File: src/hdl/misc_cfg_pkg.sv
// Package: offsets, field layouts, reset values and carrier types of the misc configuration bank
package misc_cfg_pkg;

  // ----------------------------------------------------------------
  // Register offsets
  // ----------------------------------------------------------------
  localparam logic [7:0] OFS_Q_FULLSCALE_LOW   = 8'h1a;
  localparam logic [7:0] OFS_Q_FULLSCALE_HIGH  = 8'h1b;
  localparam logic [7:0] OFS_TEMP_SENSOR_CTRL  = 8'h1c;
  localparam logic [7:0] OFS_TEMPERATURE_LOW   = 8'h1d;
  localparam logic [7:0] OFS_TEMPERATURE_HIGH  = 8'h1e;
  localparam logic [7:0] OFS_PART_IDENTIFIER   = 8'h1f;
  localparam logic [7:0] OFS_IRQ_CONFIGURATION = 8'h20;

  // ----------------------------------------------------------------
  // Reset values
  // ----------------------------------------------------------------
  localparam logic [7:0] RST_Q_FULLSCALE_LOW   = 8'hf9;
  localparam logic [1:0] RST_Q_FULLSCALE_HIGH  = 2'h1;
  localparam logic [2:0] RST_SPAN_CURRENT      = 3'h0;
  localparam logic [2:0] RST_REF_CURRENT       = 3'h1;
  localparam logic       RST_SENSOR_ENABLE     = 1'b0;
  localparam logic [7:0] RST_TEMPERATURE_BYTE  = 8'h00;
  localparam logic [7:0] RST_IRQ_MODE_SELECT   = 8'h00;

  // ----------------------------------------------------------------
  // Field positions
  // ----------------------------------------------------------------
  localparam int FS_HIGH_MSB     = 1;
  localparam int SPAN_CUR_MSB    = 6;
  localparam int SPAN_CUR_LSB    = 4;
  localparam int REF_CUR_MSB     = 3;
  localparam int REF_CUR_LSB     = 1;
  localparam int SENSOR_EN_BIT   = 0;

  // ----------------------------------------------------------------
  // Mode codes
  // ----------------------------------------------------------------
  localparam logic [7:0] IRQ_MODE_TEST        = 8'h00;
  localparam logic [7:0] IRQ_MODE_RECOMMENDED = 8'h01;

  // ----------------------------------------------------------------
  // Carrier types
  // ----------------------------------------------------------------
  typedef struct packed {
    logic [7:0] addr;
    logic [7:0] wdata;
    logic       wr;
    logic       rd;
  } reg_req_t;

  typedef struct packed {
    logic [2:0] span_current;
    logic [2:0] ref_current;
    logic       enable;
  } sensor_ctrl_t;

endpackage

File: src/hdl/dac_misc_config_registers.sv
// Design: byte-wide configuration and status register bank of the converter
//
// Function
// - Quadrature full-scale code is ten bits: low byte at 0x1a, bits 1:0 at 0x1b.
// - After reset the full-scale code equals 0x1f9, which means 20 mA.
// - Sensor bits 6:4 pick ADC span current; reset value is zero.
// - Sensor bits 3:1 pick ADC reference current; reset value is one.
// - Sensor bit 0 enables the temperature sensor; cleared by reset.
// - Die temperature is sixteen read-only bits at 0x1d and 0x1e, zero after reset.
// - Identification register at 0x1f returns a fixed code; writes ignored.
// - Irq_mode_select resets to 0x00 test mode; software writes 0x01.
//
// Chosen here: the strobed register port.
`timescale 1ns/10ps

module dac_misc_config_registers #(
  parameter logic [7:0] PART_ID_VALUE = 8'h5c  // Arbitrary neutral value
) (
  input  wire logic                       mclk,
  input  wire logic                       rst_b,
  input  wire misc_cfg_pkg::reg_req_t     reg_req,
  output logic [7:0]                      rd_data,
  input  wire logic                       temp_valid,
  input  wire logic [15:0]                temp_value,
  output logic [9:0]                      q_fullscale_code,
  output misc_cfg_pkg::sensor_ctrl_t      sensor_ctrl,
  output logic [7:0]                      irq_mode_select,
  output logic                            irq_test_mode
);
  import misc_cfg_pkg::*;

  logic [7:0]   fs_low_q;
  logic [1:0]   fs_high_q;
  sensor_ctrl_t sens_q;
  logic [15:0]  temp_q;
  logic [7:0]   irq_cfg_q;
  logic [7:0]   rd_data_d;
  logic [7:0]   rd_data_q;

  function automatic logic wr_hit(input reg_req_t r, input logic [7:0] ofs);
    return r.wr && (r.addr == ofs);
  endfunction

  // ----------------------------------------------------------------
  // Elaboration checks
  // ----------------------------------------------------------------
  // The span and reference current struct members are three bits wide; a field layout of another width
  // would silently truncate writes, so refuse it here.
  if ((SPAN_CUR_MSB - SPAN_CUR_LSB) != 2 || (REF_CUR_MSB - REF_CUR_LSB) != 2) begin : g_bad_field
    $error("sensor current fields must be three bits wide");
  end
  if (FS_HIGH_MSB != 1) begin : g_bad_fs_high
    $error("full-scale high part must be two bits wide");
  end

  // ----------------------------------------------------------------
  // Writable registers
  // ----------------------------------------------------------------
  always_ff @(posedge mclk or negedge rst_b) begin
    if (!rst_b) begin
      fs_low_q  <= RST_Q_FULLSCALE_LOW;
      fs_high_q <= RST_Q_FULLSCALE_HIGH;
    end else begin
      if (wr_hit(reg_req, OFS_Q_FULLSCALE_LOW)) begin
        fs_low_q <= reg_req.wdata;
      end
      if (wr_hit(reg_req, OFS_Q_FULLSCALE_HIGH)) begin
        fs_high_q <= reg_req.wdata[FS_HIGH_MSB:0];
      end
    end
  end

  always_ff @(posedge mclk or negedge rst_b) begin
    if (!rst_b) begin
      sens_q.span_current <= RST_SPAN_CURRENT;
      sens_q.ref_current  <= RST_REF_CURRENT;
      sens_q.enable       <= RST_SENSOR_ENABLE;
    end else if (wr_hit(reg_req, OFS_TEMP_SENSOR_CTRL)) begin
      sens_q.span_current <= reg_req.wdata[SPAN_CUR_MSB:SPAN_CUR_LSB];
      sens_q.ref_current  <= reg_req.wdata[REF_CUR_MSB:REF_CUR_LSB];
      sens_q.enable       <= reg_req.wdata[SENSOR_EN_BIT];
    end
  end

  always_ff @(posedge mclk or negedge rst_b) begin
    if (!rst_b) begin
      irq_cfg_q <= RST_IRQ_MODE_SELECT;
    end else if (wr_hit(reg_req, OFS_IRQ_CONFIGURATION)) begin
      irq_cfg_q <= reg_req.wdata;
    end
  end

  // ----------------------------------------------------------------
  // Temperature readback
  // ----------------------------------------------------------------
  // Both bytes update together so a low/high read pair from one sample is coherent
  // unless a new result lands between the two reads.
  always_ff @(posedge mclk or negedge rst_b) begin
    if (!rst_b) begin
      temp_q <= {RST_TEMPERATURE_BYTE, RST_TEMPERATURE_BYTE};
    end else if (temp_valid && sens_q.enable) begin
      temp_q <= temp_value;
    end
  end

  // ----------------------------------------------------------------
  // Read path
  // ----------------------------------------------------------------
  always_comb begin
    rd_data_d = 8'h00;
    if (reg_req.rd) begin
      unique case (reg_req.addr)
        OFS_Q_FULLSCALE_LOW:   rd_data_d = fs_low_q;
        OFS_Q_FULLSCALE_HIGH:  rd_data_d = {6'h00, fs_high_q};
        OFS_TEMP_SENSOR_CTRL:  rd_data_d = {1'b0, sens_q.span_current,
                                            sens_q.ref_current, sens_q.enable};
        OFS_TEMPERATURE_LOW:   rd_data_d = temp_q[7:0];
        OFS_TEMPERATURE_HIGH:  rd_data_d = temp_q[15:8];
        OFS_PART_IDENTIFIER:   rd_data_d = PART_ID_VALUE;
        OFS_IRQ_CONFIGURATION: rd_data_d = irq_cfg_q;
        default:               rd_data_d = 8'h00;
      endcase
    end
  end

  // Read data stands only in the cycle after the strobe, zero otherwise.
  always_ff @(posedge mclk or negedge rst_b) begin
    if (!rst_b) begin
      rd_data_q <= 8'h00;
    end else begin
      rd_data_q <= rd_data_d;
    end
  end

  assign rd_data          = rd_data_q;
  assign q_fullscale_code = {fs_high_q, fs_low_q};
  assign sensor_ctrl      = sens_q;
  assign irq_mode_select  = irq_cfg_q;
  assign irq_test_mode    = (irq_cfg_q == IRQ_MODE_TEST);
endmodule

File: config.mk
export PLATFORM = sky130hd
export DESIGN_NAME = dac_misc_config_registers
export DESIGN_NICKNAME = d
export VERILOG_FILES = /design/src/hdl/misc_cfg_pkg.sv /design/src/hdl/dac_misc_config_registers.sv
export SDC_FILE = /design/constraint.sdc
export NUM_CORES = 1
export LEC_CHECK = 0
export BUFFER_PORTS_ARGS = -buffer_cell sky130_fd_sc_hd__buf_4
export CAP_MARGIN = 20
export CORE_MARGIN = 8
export CORE_UTILIZATION = 50
export DETAILED_ROUTE_END_ITERATION = 6
export GPL_TIMING_DRIVEN = 0
export PLACE_DENSITY_LB_ADDON = 0.25
export SLEW_MARGIN = 20
export SYNTH_ARGS = -nofsm -noshare
export SYNTH_HDL_FRONTEND = slang
export SYNTH_SLANG_ARGS = --single-unit
File: constraint.sdc
create_clock -name mclk -period 1.9 [get_ports mclk]
set_clock_uncertainty 0.2 [all_clocks]
set_input_delay 0.285 -clock mclk [delete_from_list [all_inputs] [get_ports mclk]]
set_output_delay 0.285 -clock mclk [all_outputs]
set_load 0.03 [all_outputs]
### After elaboration in Yosys (flattened, before gate mapping)

Cells that the tools add are included.

* output and inout port bits: 34
* word-level logic and storage cells: 23
* bits of input ports: 37
* register bits after elaboration: 49

* reduce and logical (&&, ||, !) cells: 6
* equal/unequal tests: 7
* muxes and demuxes: 2

Operators with widths (count)
* $pmux 8 s7: 1
* $eq 8x5->1 const B: 6
* $eq 8x6->1 const B: 1
* $logic_not 8->1: 1
* $mux 8: 1
* $logic_and 1x1->1: 5

### Depth between registers and ports, before layout

* depth after elaboration: 3
* mapped depth: 6

### Worst setup path after synthesis

Ideal clock, no wire load.

* path kind: input-to-reg
* start: in reg_req[15] (netlist name)
* end: reg fs_low_q[1]
* setup time: 0.125 ns
* path slack: -0.157 ns
* stages: 5
* data arrival time: 1.732 ns
* cell sequence: or4b_4 nor3_4 and3_1 buf_6 mux2_2

* cells in the longest elaborated chain, start to end: 2

RTL lines
* from (decl): RTL line dac_misc_config_registers.sv:21 `input wire misc_cfg_pkg::reg_req_t reg_req,`
* $eq 8x5->1: RTL line dac_misc_config_registers.sv:41 `return r.wr && (r.addr == ofs);`
* $logic_and 1x1->1: RTL line dac_misc_config_registers.sv:41
* to (signal assigned): RTL line dac_misc_config_registers.sv:65 `fs_low_q <= reg_req.wdata;`
* to (decl): RTL line dac_misc_config_registers.sv:32 `logic [7:0] fs_low_q;`

Every way passes these cells.
A chain may end at the register's enable or synchronous reset.

### Worst setup path after layout

* start: reg irq_cfg_q[5] (netlist: irq_mode_select[5])
* end: out irq_test_mode

* cells in the longest elaborated chain, start to end: 1

RTL lines
* from (decl): RTL line dac_misc_config_registers.sv:36 `logic [7:0] irq_cfg_q;`
* from (signal assigned): RTL line dac_misc_config_registers.sv:89 `irq_cfg_q <= reg_req.wdata;`
* $logic_not 8->1: RTL line dac_misc_config_registers.sv:139 `assign irq_test_mode = (irq_cfg_q == IRQ_MODE_TEST);`
* to (decl): RTL line dac_misc_config_registers.sv:28 `output logic irq_test_mode`

Every way passes these cells.

==> impl_metrics.toml <==
[worst_setup_path]
timing.critical_path.slowest_cell_delay_ns = 0.55
crit_start = "irq_mode_select[5]"
crit_type = "reg2out"
cp-end-kind = "output port"
crit_path_start_kind = "register"
r2r_cells = 2
critical_path.cell_chain = "or4_4, nor2_4, buf_6"
crit_path_end = "irq_test_mode"
worst_r2r_endpoint = "temp_q[3]"
reg2reg_from = "sensor_ctrl[0]"
regToRegSetupSlack_ns = 0.23
timing.critical_path.fanout_max = 4
cp_slowest_cell = "sky130_fd_sc_hd__or4_4"
cp.arrival_ns = 1.55
critPathRequiredTime_ns = 1.41

[sta]
min_period_ns = 2.039
worst_slew_pin_slew_ns = 0.8657
timing.final.hold_violations = 0
timing.final.max_slew_violations = 0
final_min_period_over_clock_period_pct = 107.3
max_fclk_mhz = 490.4
setup-violations-final = 1
rsz0062_at_grt = "yes"
whs_ns = 0.008215
slew-limit-headroom_pct = 42.16
totalNegativeSetupSlack_ns = -0.1392
setup_slack_ns = -0.1392

[power_and_ir_drop]
p_leak_uw = 0.001461
ir_worst_vdd_uv = 405.9
fin_total_pwr_uw = 2451
power.density_nw_per_um2 = 817.7

[logic_synthesis]
synth-async-reset-ratio_pct = 100.0
ys.flop_type = "sky130_fd_sc_hd__dfrtp_1"
synth_area_sq_um = 2226
yosys_register_bits = 49
synthCells = 174
synth_warnings = 0
synth_top_area_share_pct = 46.09
synth-edff-count = 0
post_synthesis_net_count = 211
synth_cell_type_count = 31
synth_sequential_area_ratio_pct = 55.54
post_synth_main_area_contributors = "sky130_fd_sc_hd__dfrtp_1, sky130_fd_sc_hd__mux2_2, sky130_fd_sc_hd__dfstp_2"
netlist.top_cell.by_area = "sky130_fd_sc_hd__dfrtp_1"
syn_avg_cell_area_sq_um = 12.79

[clock_network]
ctsRootBufferMaster = "sky130_fd_sc_hd__clkbuf_8"
clk_pin_slew_ns = 0.09
worstSkewPairLatency_ns = 0.30
clockBufferDepth = 2
cts_inserted_buffers = 5
cts_tree = "built"
htreeDepth = 2
clock_sinks = 49

[floorplan]
coreArea_sq_um = 4324
top_level_ports = 71
initial_utilization_pct = 51.48
chipHeight_um = 82.72
floorplan.die.width_um = 82.72
num_rows = 24
floorplan_die_area_sq_um = 6843

[global_routing]
first_global_vias = 1859
grt_max_degree = 50
grt_pass1_wl_um = 9363
grt.overflow.total = 0
grt_usage_pct = 18.15
antenna_violations_before_repair = 0

[flow_run]
maxCapViolations = 0

[final_layout]
diodes = 0
instances_no_fill = 308
finalNetCount = 292
post_route_cells_drive_above_1_share_pct = 56.25
fill_cells = 354
multi_input_comb_area_sq_um = 970.9
regArea_sq_um = 1236
area_growth_pct = 34.68
finalInstanceArea_sq_um = 2998

[drt]
number_of_drc_markers_after_the_initial_detailed_route_iteration = 87
firstDrtPassIters = 4
route.vias.total = 1783
post_drt_wl_per_cell_um = 20.00
post-route-drc-count = 0
route.antenna.remaining_nets = 0
routed_wirelength_um = 6161
viasPerCell = 5.789

[worst_hold_path]
hold_path_class = "in2reg"

[placed_design]
placed_area_sq_um = 2811
portBuffers = 69
post-place-cells = 295
dpl.hpwl_um = 4276
gp_congestion = 0.8146

[run_status]
failed_checks = "negative setup slack"
outcome = "complete, but fails checks"
## critical path: cells and delay by family, from the launching register on
family                 cells  cell delay (ns)
DFF                        1             0.44
and+or+nand+nor            2             0.68
buffers and inverters      1             0.14
## registers in the layout, summed over array words and instances (netlist names)
signal	cells
irq_mode_select	8
sensor_ctrl	7
fs_low_q	8
temp_q	16
fs_high_q	2
rd_data	8
## what timing repair did
action,in CTS,in global routing
resized for setup,2,5
buffers inserted,3,2
pin swaps,1,1
setup endpoints to repair,17,4
hold buffers,1,0
hold endpoints to repair,41,0
## cells in the mapped netlist, types with 2 or more instances
| cell type | instances |
|---|---|
| sky130_fd_sc_hd__mux2_2 | 43 |
| sky130_fd_sc_hd__dfrtp_1 | 41 |
| sky130_fd_sc_hd__nand2_1 | 13 |
| sky130_fd_sc_hd__a21oi_1 | 8 |
| sky130_fd_sc_hd__dfstp_2 | 8 |
| sky130_fd_sc_hd__nand3_1 | 8 |
| sky130_fd_sc_hd__a22o_1 | 7 |
| sky130_fd_sc_hd__a22oi_1 | 6 |
| sky130_fd_sc_hd__clkbuf_1 | 6 |
| sky130_fd_sc_hd__nor2b_1 | 4 |
| sky130_fd_sc_hd__o21ai_0 | 4 |
| sky130_fd_sc_hd__nor2_1 | 3 |
| sky130_fd_sc_hd__a31o_2 | 2 |
| sky130_fd_sc_hd__a32oi_1 | 2 |
| sky130_fd_sc_hd__nand4b_1 | 2 |
| sky130_fd_sc_hd__or4_1 | 2 |
## area by class of cell
cell class                      instances  share of cell area (%)
Buffer                                  7                   1.210
Clock buffer                            7                   2.880
Clock inverter                          1                   1.002
Inverter                                1                  0.1252
Multi-Input combinational cell        116                   32.39
Sequential cell                        49                   41.24
Tap cell                               52                   2.170
Timing Repair Buffer                   75                   18.99
## report_power, final
group,internal (uW),switching [uW],total (uW)
clock,430,346,776
combinational,224,212,436
sequential,1170,72.7,1240
total,1820,631,2450
## metrics by stage
stage	worst slack, ns	util [%]
after CTS	-0.1222	68.55
after floorplan	-0.1571	-
after global placement	-0.4522	65.02
final	-0.1392	69.33
after detailed placement	-0.4665	65.02
after global routing	-0.1629	69.33
## worst min path at each step
stage | from | end | depth (start not counted)
3_5_place_dp | rst_b | rd_data[1] | 1
3_3_place_gp | rst_b | temp_q[8] | 1
6_report | temp_value[10] | temp_q[10] | 2
5_1_grt | temp_value[10] | temp_q[10] | 2
2_1_floorplan | rst_b | fs_high_q[1] | 0
4_1_cts | temp_value[10] | temp_q[10] | 2
## metal layers
layer | GRT usage (%) | vias to the layer above | part of all wire [%]
met5 | 0 | - | 0
met4 | 5.172 | 0 | 0.97
met3 | 5.195 | 7 | 7.9
met2 | 30.38 | 61 | 52
met1 | 22.22 | 906 | 40
li1 | - | 809 | -
## cell families (layout without fill, tap and decap cells)
family | Yosys count | count (layout) | share of synthesized area [%]
muxes | 43 | 43 | 21.75
and+or+nand+nor | 43 | 43 | 11.52
AOI/OAI and AO/OA | 30 | 30 | 9.275
buffers and inverters | 9 | 91 | 1.911
DFF | 49 | 49 | 55.54
## cell usage in the layout, fill, tap and decap left out, types with 4 or more instances in the layout
master / count
sky130_fd_sc_hd__dfstp_2: 8
sky130_fd_sc_hd__a22o_1: 7
sky130_fd_sc_hd__o21ai_0: 4
sky130_fd_sc_hd__buf_4: 73
sky130_fd_sc_hd__a21oi_1: 8
sky130_fd_sc_hd__clkbuf_1: 5
sky130_fd_sc_hd__dfrtp_1: 41
sky130_fd_sc_hd__mux2_2: 43
sky130_fd_sc_hd__nor2b_1: 4
sky130_fd_sc_hd__nand2_1: 13
sky130_fd_sc_hd__clkbuf_8: 6
sky130_fd_sc_hd__a22oi_1: 6
sky130_fd_sc_hd__nand3_1: 8
No activity file was read; power rests on OpenSTA's default activity.
